==> config.mk <==
export PLATFORM = sky130hd
export DESIGN_NAME = wdtr_top
export DESIGN_NICKNAME = d
export VERILOG_FILES = /design/src/wdtr_pkg.sv /design/src/wdtr_wdt_if.sv /design/src/wdtr_sync.sv /design/src/wdtr_wdt.sv /design/src/wdtr_top.sv
export VERILOG_INCLUDE_DIRS = /design/src
export SDC_FILE = /design/constraint.sdc
export NUM_CORES = 1
export LEC_CHECK = 0
export BUFFER_PORTS_ARGS = -buffer_cell sky130_fd_sc_hd__buf_2
export CAP_MARGIN = 20
export CORE_MARGIN = 5
export CORE_UTILIZATION = 40
export CTS_BUF_LIST = sky130_fd_sc_hd__clkbuf_4
export CTS_CLUSTER_SIZE = 28
export DETAILED_ROUTE_END_ITERATION = 8
export GPL_ROUTABILITY_DRIVEN = 0
export GPL_TIMING_DRIVEN = 0
export HOLD_SLACK_MARGIN = 0.12
export PLACE_DENSITY = 0.72
export RECOVER_POWER = 50
export SLEW_MARGIN = 10
export SYNTH_ARGS = -nofsm -noshare
export SYNTH_HDL_FRONTEND = slang
export SYNTH_SLANG_ARGS = --single-unit
==> constraint.sdc <==
create_clock -name aclk -period 2.4 [get_ports aclk]
set_clock_uncertainty 0.05 [all_clocks]
set_input_delay 0.6 -clock aclk [delete_from_list [all_inputs] [get_ports aclk]]
set_output_delay 0.6 -clock aclk [all_outputs]
set_load 0.01 [all_outputs]
==> src/wdtr_defines.svh <==
`ifndef WDTR_DEFINES_SVH
`define WDTR_DEFINES_SVH
// Function
// - Expiry while running issues a full device reset classed as watchdog reset.
// - Expiry while asleep wakes the device instead of resetting it.
// - An expiry clears the timeout flag unless a pin or brown-out reset comes in the same cycle.
// - Enable fuse at zero stops the watchdog for good; software cannot override.
// - Watchdog counts its own free-running tick, also during sleep.
// - Clear or sleep instruction zeroes the count and, if assigned, the postscaler.
// - Clearing zeroes the postscaler if assigned but leaves the prescaler assignment alone.
// - One shared prescaler; option bit 3 assigns it, bits 2:0 set ratio.
// - Six reset causes: power-on, pin run, pin sleep, watchdog, wake, brown-out.
// - Power-on, pin, watchdog and brown-out resets reload registers; wake does not.
// - Some registers are unset at power-on and kept through other resets.
// - Timeout and power-down flags follow a per-cause pattern software reads.

// ---------------------------------------------------------------
// Register map, word indices; byte address is four times the index
// ---------------------------------------------------------------
`define WDTR_ADDR_W        14
`define WDTR_IDX_OPTION    12'h081
`define WDTR_IDX_STATUS    12'h082
`define WDTR_IDX_IRQ_STAT  12'h083
`define WDTR_IDX_IRQ_MASK  12'h084
`define WDTR_IDX_SCRATCH   12'h085

// ---------------------------------------------------------------
// Fields and reset values
// ---------------------------------------------------------------
`define WDTR_OPT_PSA       3
`define WDTR_OPT_PS_HI     2
`define WDTR_OPT_RESET     8'hFF
`define WDTR_SCRATCH_RESET 8'h00
`define WDTR_MASK_RESET    4'h0
`define WDTR_ST_TO         0
`define WDTR_ST_PD         1
`define WDTR_IRQ_WRST      0
`define WDTR_IRQ_WAKE      1
`define WDTR_IRQ_PIN       2
`define WDTR_IRQ_BOR       3
`define WDTR_RESP_OKAY     2'h0
`define WDTR_RESP_SLVERR   2'h2

// ---------------------------------------------------------------
// Timing
// ---------------------------------------------------------------
`define WDTR_CLK_NS        8
`define WDTR_RC_TICK_NS    1000
`define WDTR_RC_DIV ((`WDTR_RC_TICK_NS + `WDTR_CLK_NS - 1) / `WDTR_CLK_NS)
`define WDTR_WDT_TICKS     1024
`define WDTR_FUSE_SETTLE   3'h6
`endif

==> src/wdtr_pkg.sv <==
package wdtr_pkg;
   typedef enum logic [5:0] {
      CAUSE_POR       = 6'h01,
      CAUSE_PIN_RUN   = 6'h02,
      CAUSE_PIN_SLEEP = 6'h04,
      CAUSE_WDT_RST   = 6'h08,
      CAUSE_WDT_WAKE  = 6'h10,
      CAUSE_BOR       = 6'h20
   } wdtr_cause_type;
   typedef enum logic [1:0] {
      PWR_RUN   = 2'h1,
      PWR_SLEEP = 2'h2
   } wdtr_pwr_type;
endpackage

==> src/wdtr_wdt_if.sv <==
`timescale 1ns/1ps
interface wdtr_wdt_if;
   logic       tick;
   logic       clear;
   logic       enable;
   logic       assign_wdt;
   logic [2:0] ratio;
   logic       expire;
   modport ctl  (output tick, clear, enable, assign_wdt, ratio,
                 input  expire);
   modport core (input  tick, clear, enable, assign_wdt, ratio,
                 output expire);
endinterface

==> src/wdtr_sync.sv <==
`timescale 1ns/1ps
module wdtr_sync #(
   parameter int             W   = 1,
   parameter logic [W-1:0]   RST = '0
) (
   input  wire logic         aclk,
   input  wire logic         aresetn,
   input  wire logic [W-1:0] d,
   output logic      [W-1:0] q
);
   import wdtr_pkg::*;
   logic [W-1:0] s1_ff;
   logic [W-1:0] s2_ff;
   logic [W-1:0] s3_ff;
   logic [W-1:0] q_ff;

   assign q = q_ff;

   // A bit moves only once the last two stages agree, filtering glitches.
   always_ff @(posedge aclk) begin
      if (!aresetn) begin
         s1_ff <= RST;
         s2_ff <= RST;
         s3_ff <= RST;
         q_ff  <= RST;
      end else begin
         s1_ff <= d;
         s2_ff <= s1_ff;
         s3_ff <= s2_ff;
         q_ff  <= (~(s2_ff ^ s3_ff) & s3_ff) | ((s2_ff ^ s3_ff) & q_ff);
      end
   end
endmodule

==> src/wdtr_wdt.sv <==
`timescale 1ns/1ps
`include "wdtr_defines.svh"
module wdtr_wdt #(
   parameter int TICKS = `WDTR_WDT_TICKS
) (
   input  wire logic aclk,
   input  wire logic aresetn,
   wdtr_wdt_if.core  w
);
   import wdtr_pkg::*;
   localparam int CW = $clog2(TICKS);

   logic [CW-1:0] cnt_ff;
   logic [7:0]    post_ff;
   logic          expire_ff;
   logic          base_end;

   function automatic logic [7:0] post_limit(input logic [2:0] r);
      post_limit = 8'((9'h001 << r) - 9'h001);
   endfunction

   assign w.expire = expire_ff;
   assign base_end = w.enable && w.tick && (cnt_ff == CW'(TICKS - 1));

   // ---------------------------------------------------------------
   // Base count and postscaler
   // ---------------------------------------------------------------
   always_ff @(posedge aclk) begin
      if (!aresetn || w.clear) begin
         cnt_ff <= '0;
      end else if (w.enable && w.tick) begin
         cnt_ff <= base_end ? '0 : cnt_ff + 1'b1;
      end
   end

   // When the timer owns the prescaler this count stays idle and untouched.
   always_ff @(posedge aclk) begin
      if (!aresetn) begin
         post_ff <= 8'h00;
      end else if (w.clear && w.assign_wdt) begin
         post_ff <= 8'h00;
      end else if (base_end && w.assign_wdt) begin
         post_ff <= (post_ff == post_limit(w.ratio)) ? 8'h00
                                                      : post_ff + 8'h01;
      end
   end

   always_ff @(posedge aclk) begin
      if (!aresetn) begin
         expire_ff <= 1'b0;
      end else begin
         expire_ff <= base_end && !w.clear &&
                      (!w.assign_wdt || post_ff == post_limit(w.ratio));
      end
   end

   fuse_gate_a: assert property (
      @(posedge aclk) disable iff (!aresetn)
      !w.enable |=> !w.expire)
      else $error("Watchdog expired while disabled.");

   clear_zero_a: assert property (
      @(posedge aclk) disable iff (!aresetn)
      w.clear && w.assign_wdt |=> cnt_ff == '0 && post_ff == 8'h00
                                  && !w.expire)
      else $error("Clear left the watchdog count running.");
endmodule

==> src/wdtr_top.sv <==
`timescale 1ns/1ps
`include "wdtr_defines.svh"
module wdtr_top #(
   parameter int RC_DIV    = `WDTR_RC_DIV,
   parameter int WDT_TICKS = `WDTR_WDT_TICKS
) (
   input  wire logic                   aclk,
   input  wire logic                   aresetn,
   input  wire logic [`WDTR_ADDR_W-1:0] awaddr,
   input  wire logic                   awvalid,
   output logic                        awready,
   input  wire logic [31:0]            wdata,
   input  wire logic [3:0]             wstrb,
   input  wire logic                   wvalid,
   output logic                        wready,
   output logic [1:0]                  bresp,
   output logic                        bvalid,
   input  wire logic                   bready,
   input  wire logic [`WDTR_ADDR_W-1:0] araddr,
   input  wire logic                   arvalid,
   output logic                        arready,
   output logic [31:0]                 rdata,
   output logic [1:0]                  rresp,
   output logic                        rvalid,
   input  wire logic                   rready,
   input  wire logic                   master_clear_n,
   input  wire logic                   brownout_n,
   input  wire logic                   watchdog_enable_fuse,
   input  wire logic                   watchdog_clear_instr,
   input  wire logic                   sleep_instr,
   output logic                        dev_reset,
   output logic                        wake,
   output logic                        irq,
   output wdtr_pkg::wdtr_cause_type    reset_cause
);
   import wdtr_pkg::*;
   localparam int IW = `WDTR_ADDR_W - 2;
   localparam int DW = (RC_DIV > 1) ? $clog2(RC_DIV) : 1;

   // ---------------------------------------------------------------
   // Storage
   // ---------------------------------------------------------------
   logic           awready_ff;
   logic           aw_got_ff;
   logic [IW-1:0]  aw_idx_ff;
   logic           wready_ff;
   logic           w_got_ff;
   logic [31:0]    wdata_ff;
   logic [3:0]     wstrb_ff;
   logic           bvalid_ff;
   logic [1:0]     bresp_ff;
   logic           arready_ff;
   logic           rvalid_ff;
   logic [31:0]    rdata_ff;
   logic [1:0]     rresp_ff;
   logic [7:0]     option_ff;
   logic [7:0]     scratch_ff;
   logic [3:0]     irq_stat_ff;
   logic [3:0]     irq_mask_ff;
   logic           to_ff;
   logic           pd_ff;
   wdtr_cause_type cause_ff;
   wdtr_pwr_type   pwr_ff;
   logic           dev_reset_ff;
   logic           wake_ff;
   logic           irq_ff;
   logic           fuse_en_ff;
   logic [2:0]     settle_ff;
   logic [DW-1:0]  rc_div_ff;
   logic           tick_ff;
   logic [2:0]     pin_prev_ff;
   logic [2:0]     pin_q;
   logic           wr_do;
   logic           opt_wr;
   logic           master_clear_pin_evt;
   logic           bor_evt;
   logic           wdt_evt;
   logic           rst_evt;
   logic           asleep;
   logic [3:0]     irq_ev;
   logic [31:0]    rd_word;

   wdtr_wdt_if wdt_bus ();

   function automatic logic idx_ok(input logic [IW-1:0] idx);
      idx_ok = idx inside {`WDTR_IDX_OPTION, `WDTR_IDX_STATUS,
                           `WDTR_IDX_IRQ_STAT, `WDTR_IDX_IRQ_MASK,
                           `WDTR_IDX_SCRATCH};
   endfunction

   function automatic logic lane0_wr(input logic [IW-1:0] idx,
                                     input logic [IW-1:0] hit,
                                     input logic          go,
                                     input logic [3:0]    strb);
      lane0_wr = go && idx == hit && strb[0];
   endfunction

   assign awready     = awready_ff;
   assign wready      = wready_ff;
   assign bvalid      = bvalid_ff;
   assign bresp       = bresp_ff;
   assign arready     = arready_ff;
   assign rvalid      = rvalid_ff;
   assign rdata       = rdata_ff;
   assign rresp       = rresp_ff;
   assign dev_reset   = dev_reset_ff;
   assign wake        = wake_ff;
   assign irq         = irq_ff;
   assign reset_cause = cause_ff;

   // ---------------------------------------------------------------
   // Pins and events
   // ---------------------------------------------------------------
   wdtr_sync #(.W(3), .RST(3'h3)) u_sync (
      .aclk    (aclk),
      .aresetn (aresetn),
      .d       ({watchdog_enable_fuse, brownout_n, master_clear_n}),
      .q       (pin_q)
   );

   always_ff @(posedge aclk) begin
      if (!aresetn) begin
         pin_prev_ff <= 3'h3;
      end else begin
         pin_prev_ff <= pin_q;
      end
   end

   assign wr_do    = aw_got_ff && w_got_ff && !bvalid_ff;
   assign opt_wr   = lane0_wr(aw_idx_ff, `WDTR_IDX_OPTION, wr_do, wstrb_ff);
   assign master_clear_pin_evt = pin_prev_ff[0] && !pin_q[0];
   assign bor_evt  = pin_prev_ff[1] && !pin_q[1];
   assign wdt_evt  = wdt_bus.expire;
   assign asleep   = (pwr_ff == PWR_SLEEP);
   assign rst_evt  = master_clear_pin_evt || bor_evt || (wdt_evt && !asleep);
   assign irq_ev   = {bor_evt, master_clear_pin_evt,
                      wdt_evt && asleep && !master_clear_pin_evt && !bor_evt,
                      wdt_evt && !asleep};

   // The fuse is sampled only until the synchroniser has settled, so a
   // later change on the pin or any register write cannot revive it.
   always_ff @(posedge aclk) begin
      if (!aresetn) begin
         settle_ff  <= 3'h0;
         fuse_en_ff <= 1'b0;
      end else if (settle_ff != `WDTR_FUSE_SETTLE) begin
         settle_ff  <= settle_ff + 3'h1;
         fuse_en_ff <= pin_q[2];
      end
   end

   // Stands in for the private RC oscillator; it ignores sleep entirely.
   always_ff @(posedge aclk) begin
      if (!aresetn) begin
         rc_div_ff <= '0;
         tick_ff   <= 1'b0;
      end else begin
         tick_ff   <= (rc_div_ff == DW'(RC_DIV - 1));
         rc_div_ff <= (rc_div_ff == DW'(RC_DIV - 1)) ? '0
                                                      : rc_div_ff + 1'b1;
      end
   end

   assign wdt_bus.tick       = tick_ff;
   assign wdt_bus.clear      = watchdog_clear_instr || sleep_instr
                               || rst_evt;
   assign wdt_bus.enable     = fuse_en_ff;
   assign wdt_bus.assign_wdt = option_ff[`WDTR_OPT_PSA];
   assign wdt_bus.ratio      = option_ff[`WDTR_OPT_PS_HI:0];

   wdtr_wdt #(.TICKS(WDT_TICKS)) u_wdt (
      .aclk    (aclk),
      .aresetn (aresetn),
      .w       (wdt_bus.core)
   );

   // ---------------------------------------------------------------
   // Power state, reset and wake outputs
   // ---------------------------------------------------------------
   always_ff @(posedge aclk) begin
      if (!aresetn) begin
         pwr_ff <= PWR_RUN;
      end else begin
         unique case (pwr_ff)
            PWR_RUN: begin
               if (sleep_instr && !rst_evt) begin
                  pwr_ff <= PWR_SLEEP;
               end
            end
            PWR_SLEEP: begin
               if (wdt_evt || master_clear_pin_evt || bor_evt) begin
                  pwr_ff <= PWR_RUN;
               end
            end
            default: pwr_ff <= PWR_RUN;
         endcase
      end
   end

   always_ff @(posedge aclk) begin
      if (!aresetn) begin
         dev_reset_ff <= 1'b0;
         wake_ff      <= 1'b0;
      end else begin
         dev_reset_ff <= rst_evt || !pin_q[0] || !pin_q[1];
         wake_ff      <= irq_ev[`WDTR_IRQ_WAKE];
      end
   end

   // ---------------------------------------------------------------
   // Cause and status flags
   // ---------------------------------------------------------------
   always_ff @(posedge aclk) begin
      if (!aresetn) begin
         to_ff    <= 1'b1;
         pd_ff    <= 1'b1;
         cause_ff <= CAUSE_POR;
      end else if (bor_evt) begin
         to_ff    <= 1'b1;
         pd_ff    <= 1'b1;
         cause_ff <= CAUSE_BOR;
      end else if (master_clear_pin_evt) begin
         cause_ff <= asleep ? CAUSE_PIN_SLEEP : CAUSE_PIN_RUN;
         if (asleep) begin
            to_ff <= 1'b1;
            pd_ff <= 1'b0;
         end
      end else if (wdt_evt) begin
         to_ff    <= 1'b0;
         cause_ff <= asleep ? CAUSE_WDT_WAKE : CAUSE_WDT_RST;
         if (asleep) begin
            pd_ff <= 1'b0;
         end
      end else if (watchdog_clear_instr) begin
         to_ff <= 1'b1;
         pd_ff <= 1'b1;
      end else if (sleep_instr) begin
         to_ff <= 1'b1;
         pd_ff <= 1'b0;
      end
   end

   // ---------------------------------------------------------------
   // Software registers
   // ---------------------------------------------------------------
   always_ff @(posedge aclk) begin
      if (!aresetn || rst_evt) begin
         option_ff <= `WDTR_OPT_RESET;
      end else if (opt_wr) begin
         option_ff <= wdata_ff[7:0];
      end
   end

   // Only power-on touches this word; every other reset leaves it alone.
   always_ff @(posedge aclk) begin
      if (!aresetn) begin
         scratch_ff <= `WDTR_SCRATCH_RESET;
      end else if (lane0_wr(aw_idx_ff, `WDTR_IDX_SCRATCH, wr_do,
                            wstrb_ff)) begin
         scratch_ff <= wdata_ff[7:0];
      end
   end

   // A new event beats a write-one-to-clear of the same bit.
   always_ff @(posedge aclk) begin
      if (!aresetn) begin
         irq_stat_ff <= 4'h0;
      end else if (lane0_wr(aw_idx_ff, `WDTR_IDX_IRQ_STAT, wr_do,
                            wstrb_ff)) begin
         irq_stat_ff <= (irq_stat_ff & ~wdata_ff[3:0]) | irq_ev;
      end else begin
         irq_stat_ff <= irq_stat_ff | irq_ev;
      end
   end

   always_ff @(posedge aclk) begin
      if (!aresetn) begin
         irq_mask_ff <= `WDTR_MASK_RESET;
         irq_ff      <= 1'b0;
      end else begin
         if (lane0_wr(aw_idx_ff, `WDTR_IDX_IRQ_MASK, wr_do, wstrb_ff)) begin
            irq_mask_ff <= wdata_ff[3:0];
         end
         irq_ff <= |(irq_stat_ff & irq_mask_ff);
      end
   end

   // ---------------------------------------------------------------
   // Bus slave
   // ---------------------------------------------------------------
   always_ff @(posedge aclk) begin
      if (!aresetn) begin
         awready_ff <= 1'b1;
         aw_got_ff  <= 1'b0;
         aw_idx_ff  <= '0;
      end else begin
         if (awvalid && awready_ff) begin
            awready_ff <= 1'b0;
            aw_got_ff  <= 1'b1;
            aw_idx_ff  <= awaddr[`WDTR_ADDR_W-1:2];
         end else if (wr_do) begin
            aw_got_ff <= 1'b0;
         end
         if (bvalid_ff && bready) begin
            awready_ff <= 1'b1;
         end
      end
   end

   always_ff @(posedge aclk) begin
      if (!aresetn) begin
         wready_ff <= 1'b1;
         w_got_ff  <= 1'b0;
         wdata_ff  <= 32'h0;
         wstrb_ff  <= 4'h0;
      end else begin
         if (wvalid && wready_ff) begin
            wready_ff <= 1'b0;
            w_got_ff  <= 1'b1;
            wdata_ff  <= wdata;
            wstrb_ff  <= wstrb;
         end else if (wr_do) begin
            w_got_ff <= 1'b0;
         end
         if (bvalid_ff && bready) begin
            wready_ff <= 1'b1;
         end
      end
   end

   always_ff @(posedge aclk) begin
      if (!aresetn) begin
         bvalid_ff <= 1'b0;
         bresp_ff  <= `WDTR_RESP_OKAY;
      end else if (wr_do) begin
         bvalid_ff <= 1'b1;
         bresp_ff  <= idx_ok(aw_idx_ff) ? `WDTR_RESP_OKAY
                                        : `WDTR_RESP_SLVERR;
      end else if (bready) begin
         bvalid_ff <= 1'b0;
      end
   end

   always_comb begin
      rd_word = 32'h0;
      unique case (araddr[`WDTR_ADDR_W-1:2])
         `WDTR_IDX_OPTION:   rd_word = {24'h0, option_ff};
         `WDTR_IDX_STATUS:   rd_word = {18'h0, cause_ff, 6'h00,
                                        pd_ff, to_ff};
         `WDTR_IDX_IRQ_STAT: rd_word = {28'h0, irq_stat_ff};
         `WDTR_IDX_IRQ_MASK: rd_word = {28'h0, irq_mask_ff};
         `WDTR_IDX_SCRATCH:  rd_word = {24'h0, scratch_ff};
         default:            rd_word = 32'h0;
      endcase
   end

   always_ff @(posedge aclk) begin
      if (!aresetn) begin
         arready_ff <= 1'b1;
         rvalid_ff  <= 1'b0;
         rdata_ff   <= 32'h0;
         rresp_ff   <= `WDTR_RESP_OKAY;
      end else if (arvalid && arready_ff) begin
         arready_ff <= 1'b0;
         rvalid_ff  <= 1'b1;
         rdata_ff   <= rd_word;
         rresp_ff   <= idx_ok(araddr[`WDTR_ADDR_W-1:2]) ? `WDTR_RESP_OKAY
                                                         : `WDTR_RESP_SLVERR;
      end else if (rvalid_ff && rready) begin
         rvalid_ff  <= 1'b0;
         arready_ff <= 1'b1;
      end
   end

   // ---------------------------------------------------------------
   // Checks
   // ---------------------------------------------------------------
   wdt_reset_a: assert property (
      @(posedge aclk) disable iff (!aresetn)
      wdt_evt && !asleep && !master_clear_pin_evt && !bor_evt
      |=> dev_reset_ff && cause_ff == CAUSE_WDT_RST && !wake_ff)
      else $error("Running expiry did not give a watchdog reset.");

   wdt_wake_a: assert property (
      @(posedge aclk) disable iff (!aresetn)
      wdt_evt && asleep && !master_clear_pin_evt && !bor_evt
      |=> wake_ff && pwr_ff == PWR_RUN && cause_ff == CAUSE_WDT_WAKE
          ##1 !wake_ff)
      else $error("Sleeping expiry did not wake for one cycle.");

   to_clear_a: assert property (
      @(posedge aclk) disable iff (!aresetn)
      wdt_evt && !master_clear_pin_evt && !bor_evt |=> !to_ff)
      else $error("Expiry left the timeout flag set.");

   rc_free_a: assert property (
      @(posedge aclk) disable iff (!aresetn)
      $past(aresetn) |-> rc_div_ff != $past(rc_div_ff))
      else $error("Watchdog tick divider stalled.");

   opt_keep_a: assert property (
      @(posedge aclk) disable iff (!aresetn)
      watchdog_clear_instr && !rst_evt && !opt_wr
      |=> option_ff == $past(option_ff))
      else $error("Clear changed the prescaler assignment.");

   cause_hot_a: assert property (
      @(posedge aclk) disable iff (!aresetn)
      $onehot(cause_ff))
      else $error("Reset cause is not a single source.");

   opt_reset_a: assert property (
      @(posedge aclk) disable iff (!aresetn)
      rst_evt |=> option_ff == `WDTR_OPT_RESET && dev_reset_ff)
      else $error("Device reset did not reload the option register.");

   sleep_flag_a: assert property (
      @(posedge aclk) disable iff (!aresetn)
      sleep_instr && !rst_evt && !wdt_evt
      |=> to_ff && !pd_ff && pwr_ff == PWR_SLEEP)
      else $error("Sleep did not set timeout and clear power-down.");
endmodule

### After elaboration in Yosys (flattened, before gate mapping)

Index checks and enable logic that the tools add are counted.

* RAM bits: 0
* latch bits: 0
* memories kept: 0
* logic and storage cells: 171
* output and inout port bits: 50
* memory bits (read-only): 0
* bits in registers: 146

* multipliers: 0
* equal/unequal tests: 19
* reductions and logical operators: 65
* bitwise logic cells: 11
* multiplexer cells: 33
* div/mod/pow operators: 0
* shift operators: 1
* magnitude comparators: 0
* $add $sub $neg: 5

Operators by type and width (count)
* $eq 12x8->1 const B: 10
* $pmux 14 s5: 1
* $logic_and 1x1->1: 28
* $mux 1: 19
* $mux 6: 3
* $logic_or 1x1->1: 11
* $add 10x1->10 const B: 1
* $eq 10x10->1 const B: 1
* $logic_not 1->1: 10
* $mux 10: 1
* $reduce_bool 2->1: 5
* $reduce_bool 5->1: 2
* $add 8x1->8 const B: 1
* $and 4x4->4: 2
* $eq 8x8->1: 1
* $mux 2: 4
* $mux 8: 1
* $or 4x4->4: 2
* $reduce_or 2->1: 4
* $shl 1x3->8 const A: 1
* $sub 8x1->8 const B: 1
* $add 7x1->7 const B: 1
* $eq 7x7->1 const B: 1
* $and 3x3->3: 2
* 19 further kinds: 21

### Longest topological paths before layout

* depth in word-level cells: 8
* gate-level depth with buffers: 6

### By module

Synthesis repeated with hierarchy kept, for this count alone.

* cell total of the unflattened synthesis: 619
* area, all modules: 5570.3 µm²

Modules (own cells, without submodules)
* wdtr_top: sequential area each 1901.8 µm², times used 1, area each 4027.6 µm², cells an instance 447
* wdtr_wdt: sequential area each 380.4 µm², times used 1, area each 1187.4 µm², cells an instance 141
* wdtr_sync: sequential area each 240.2 µm², times used 1, area each 355.3 µm², cells an instance 31

### Least setup slack after synthesis

No wires, ideal clock.

* path type: register -> register
* from: register u_wdt.post_ff[6]
* to: register u_wdt.post_ff[0]
* cell stages (with the launch flop): 6
* period minus slack after synthesis: 1851 ps
* slack: 549 ps
* data arrival time: 1659 ps
* data required time: 2208 ps
* buffers on the path: 0
* cell sequence: dfxtp_1 or2_0 a221o_1 a2111o_1 nor4b_4 nor3_1

* longest elaborated chain between the ends: 2

RTL lines
* from (decl): line wdtr_wdt.sv:14 `logic [7:0] post_ff;`
* from (signal assigned): line wdtr_wdt.sv:43 `post_ff <= (post_ff == post_limit(w.ratio)) ? 8'h00`
* $eq 8x8->1: line wdtr_wdt.sv:43
* $mux 8: line wdtr_wdt.sv:43

Every way passes these cells.
A chain may end at the register's enable or synchronous reset.

### Worst setup path in the final report

* from: register aw_idx_ff[8]
* to: register irq_mask_ff[2]

* longest elaborated chain between the ends: 3

RTL lines
* from (decl): line wdtr_top.sv:45 `logic [IW-1:0] aw_idx_ff;`
* from (signal assigned): line wdtr_top.sv:300 `` aw_idx_ff <= awaddr[`WDTR_ADDR_W-1:2]; ``
* $eq 12x8->1: line wdtr_top.sv:95 `lane0_wr = go && idx == hit && strb[0];`
* $logic_and 1x1->1 (2 in a row): line wdtr_top.sv:95
* to (signal assigned): line wdtr_top.sv:278 `` irq_mask_ff <= `WDTR_MASK_RESET; ``
* to (signal assigned): line wdtr_top.sv:282 `irq_mask_ff <= wdata_ff[3:0];`
* to (decl): line wdtr_top.sv:59 `logic [3:0] irq_mask_ff;`

Every way passes these cells.

==> key figures <==
Yosys
  – Top-area cell type share of the netlist area: between 40% and 50%
  – Flops & latches, synth: between 100 and 150
  – Unique cell type count in the Yosys netlist: 54
  – Post-synth top area cell: dfxtp_1
  – Post-synth EDFFs: 0
  – Synth Cell Area: between 5000 and 6000 um^2
  – Synth Instances: approximately 600
  – Top FF cell, synth: dfxtp_1
  – Syn_area_per_cell: about 8.8 um^2
  – Total number of yosys warnings: 0
  – Sequential fraction of the synthesis area: 48.3%
  – Ys async rst share: 0%
  – Top post-synthesis cells by area: dfxtp_1 48%, nand2_1 6.9%, a21oi_1 4.2%, nor2_1 3.5%, buf_4 2.9%

Timing
  – Fin crit share: between 80% and 90%
  – Max Fclk: 477 MHz
  – Setup Viol. Count Final: 0
  – Worst-Margin Slew: between 700 and 800 ps
  – Setup Total Neg Slack: 0 ps
  – RSZ-0062 raised after global routing: false
  – Hold Violations, Final: 0
  – Final Max Slew Viols: 0
  – Period minus WS final: 2090 ps
  – Slew HR: between 40% and 50%

Power and ir drop
  – Power Density: 687 nW/um^2
  – P_leak: 2.51 nW
  – Max IR drop VDD: slightly below 0.0006 V

Clock tree
  – CTS H-tree depth: 4
  – CTS Sinks: roughly 130
  – Hold Buf Count CTS: 0
  – Clk root buf: clkbuf_4
  – Post-CTS Setup Inserts: 0
  – CTS tree: yes
  – Max clock buf depth: 2
  – Cts bufs inserted: 17
  – Post-CTS sizing: 0
  – Clock transition at path regs: around 110 ps
  – Clk_lat worst skew: 520 ps

GRT
  – Number of global-route vias before repair: 4602
  – Pin count of the biggest net entering global routing: 17
  – Total GRT Usage: ~17%
  – First-pass GRT wire length: roughly 22 mm
  – Grt ovf: 0
  – Antenna violations before repair: 0

Routing
  – DR WL met3: 747 um
  – Metal2 WL: 6.20 mm
  – Drt wl/cell: between 10 and 15 um
  – Number of remaining DRC errors: 0
  – Top sig layer: met4
  – M1 WL: 5.73 mm
  – Routed Antenna Nets: 0
  – Routed WL: approximately 13 mm
  – DR pass1 iterations: 4
  – Vias/cell: around 5
  – DR vias: 4513
  – Iteration-0 DRC Markers: 348

Floorplan
  – Initial Util: about two fifths
  – Area of the core: between 10000 and 15000 um^2
  – # rows: 41
  – Die X: between 100 and 150 um
  – DIE AREA: around 15000 um^2
  – Io pins: 126
  – Die height: between 100 and 150 um

Cells and area
  – Commonest non-fill, non-tap cell in the layout: dfxtp_1
  – Most frequent cells in the layout: 126 x dfxtp_1, 96 x nand2_1, 69 x buf_2
  – Layout cells sized above 1: roughly 18%
  – Area grow syn2layout: 19.0%
  – Antenna cells: 0
  – Final net count: slightly below 800
  – Fillers: approximately 1.2k
  – Non-Filler Instances: 891

Placement
  – Port Buf Inserts: 73
  – DP Cell Count: 859
  – Dpl hpwl: just under 10 mm

Critical path
  – R2r setup slk: 310 ps
  – RR Startpoint: aw_idx_ff[8]
  – Crit. Startpoint: aw_idx_ff[8]
  – CP Capture Type: flop
  – CP arrival: 2490 ps
  – Setup crit start kind: flop
  – Worst endpoint required time: between 2000 and 3000 ps
  – WS Path Type: flop to flop
  – Worst r2r dst: irq_mask_ff[2]
  – Worst reg-to-reg path cell count: 6
  – Critical Path Sink: irq_mask_ff[2]
  – Worst Path Max Fanout: 8

Run status
  – Outcome: completed

Hold path
  – Hold Path Class: input port to flop
  – Hold Path Stages: 2

Job
  – Max Cap Viol: 0
through the flow:
step	instance area [um^2]	setup slack [ps]	hold WS (ps)	power (mW)	utilization, %
after floorplan	5290	549	336	2.41	-
after global placement	5870	156	346	2.50	46.2
after detailed placement	5870	130	346	2.52	46.2
after CTS	6230	313	167	4.29	49.0
after global routing	6210	122	158	4.44	48.8
final	6210	305	198	4.27	48.8
worst min-delay path by stage:
| stage | start | end | slack (ps) |
|---|---|---|---|
| finish | brownout_n | u_sync.s1_ff[1] | 200 |
| global route | brownout_n | u_sync.s1_ff[1] | 160 |
| global placement | u_sync.s1_ff[1] | u_sync.s2_ff[1] | 350 |
| CTS | brownout_n | u_sync.s1_ff[1] | 170 |
| floorplan | u_sync.s1_ff[0] | u_sync.s2_ff[0] | 340 |
| detailed placement | u_sync.s1_ff[1] | u_sync.s2_ff[1] | 350 |
metal layers:
metal / track usage, % / vias to the layer above
met5: 0 / -
met4: 5.22 / 0
met3: 5.23 / 14
met2: 28.3 / 115
met1: 20.2 / 2130
li1: - / 2254
report_power, final:
part           total (mW)  leakage, nW  switching [mW]  internal [mW]
clock network        1.80        0.184           0.767           1.03
logic               0.288         1.30           0.170          0.118
registers            2.18         1.02          0.0418           2.14
total                4.27         2.51           0.979           3.29
logic make-up after synthesis:
family	share of synthesized area [%]
buffers and inverters	5.87
DFF	48.3
AOI/OAI and AO/OA	13.2
adders and majority gates	1.44
other	0.0718
and+or+nand+nor	23.7
xor gates and xnor gates	3.86
muxes	3.52
registers in the layout, summed over array words and instances (netlist names), 2 cells and up, named ones only:
signal,count
rc_div_ff,7
pwr_ff,2
reset_cause,6
irq_mask_ff,4
u_wdt.cnt_ff,10
irq_stat_ff,4
settle_ff,3
rdata,14
u_sync.s2_ff,3
u_wdt.post_ff,8
u_sync.s3_ff,3
wdata_ff,8
option_ff,8
u_sync.s1_ff,3
scratch_ff,8
pin_prev_ff,2
aw_idx_ff,12
synthesized netlist by cell type (all sizes together), types with 6 or more instances:
master and n:
dfxtp 126, nand2 96, nor2 48, a21oi 44, buf 26, nand3 26
o21ai 26, clkbuf 20, mux2i 15, nor3 15, a22oi 14, nand2b 14
xor2 13, inv 11, xnor2 10, and2 9, nand4 7, ha 6
nor2b 6
critical path, cell delays in order, from the launching register on:
cell and delay (ps):
dfxtp_1 320, nor4_1 310, and4b_1 360, nor4bb_1 480
clkbuf_1 300, nand3_1 120, o21ai_0 90
layout make-up:
| cell class | count | area (um^2) | share of cell area (%) |
|---|---|---|---|
| Sequential cell | 126 | 2520 | 40.6 |
| Multi-Input combinational cell | 430 | 2460 | 39.6 |
| Timing Repair Buffer | 73 | 354 | 5.70 |
| Buffer | 46 | 262 | 4.21 |
| Clock inverter | 14 | 221 | 3.56 |
| Tap cell | 172 | 215 | 3.46 |
| Clock buffer | 18 | 135 | 2.18 |
| Inverter | 12 | 45.0 | 0.725 |
Note: power is estimated with default switching activity, not from simulation.
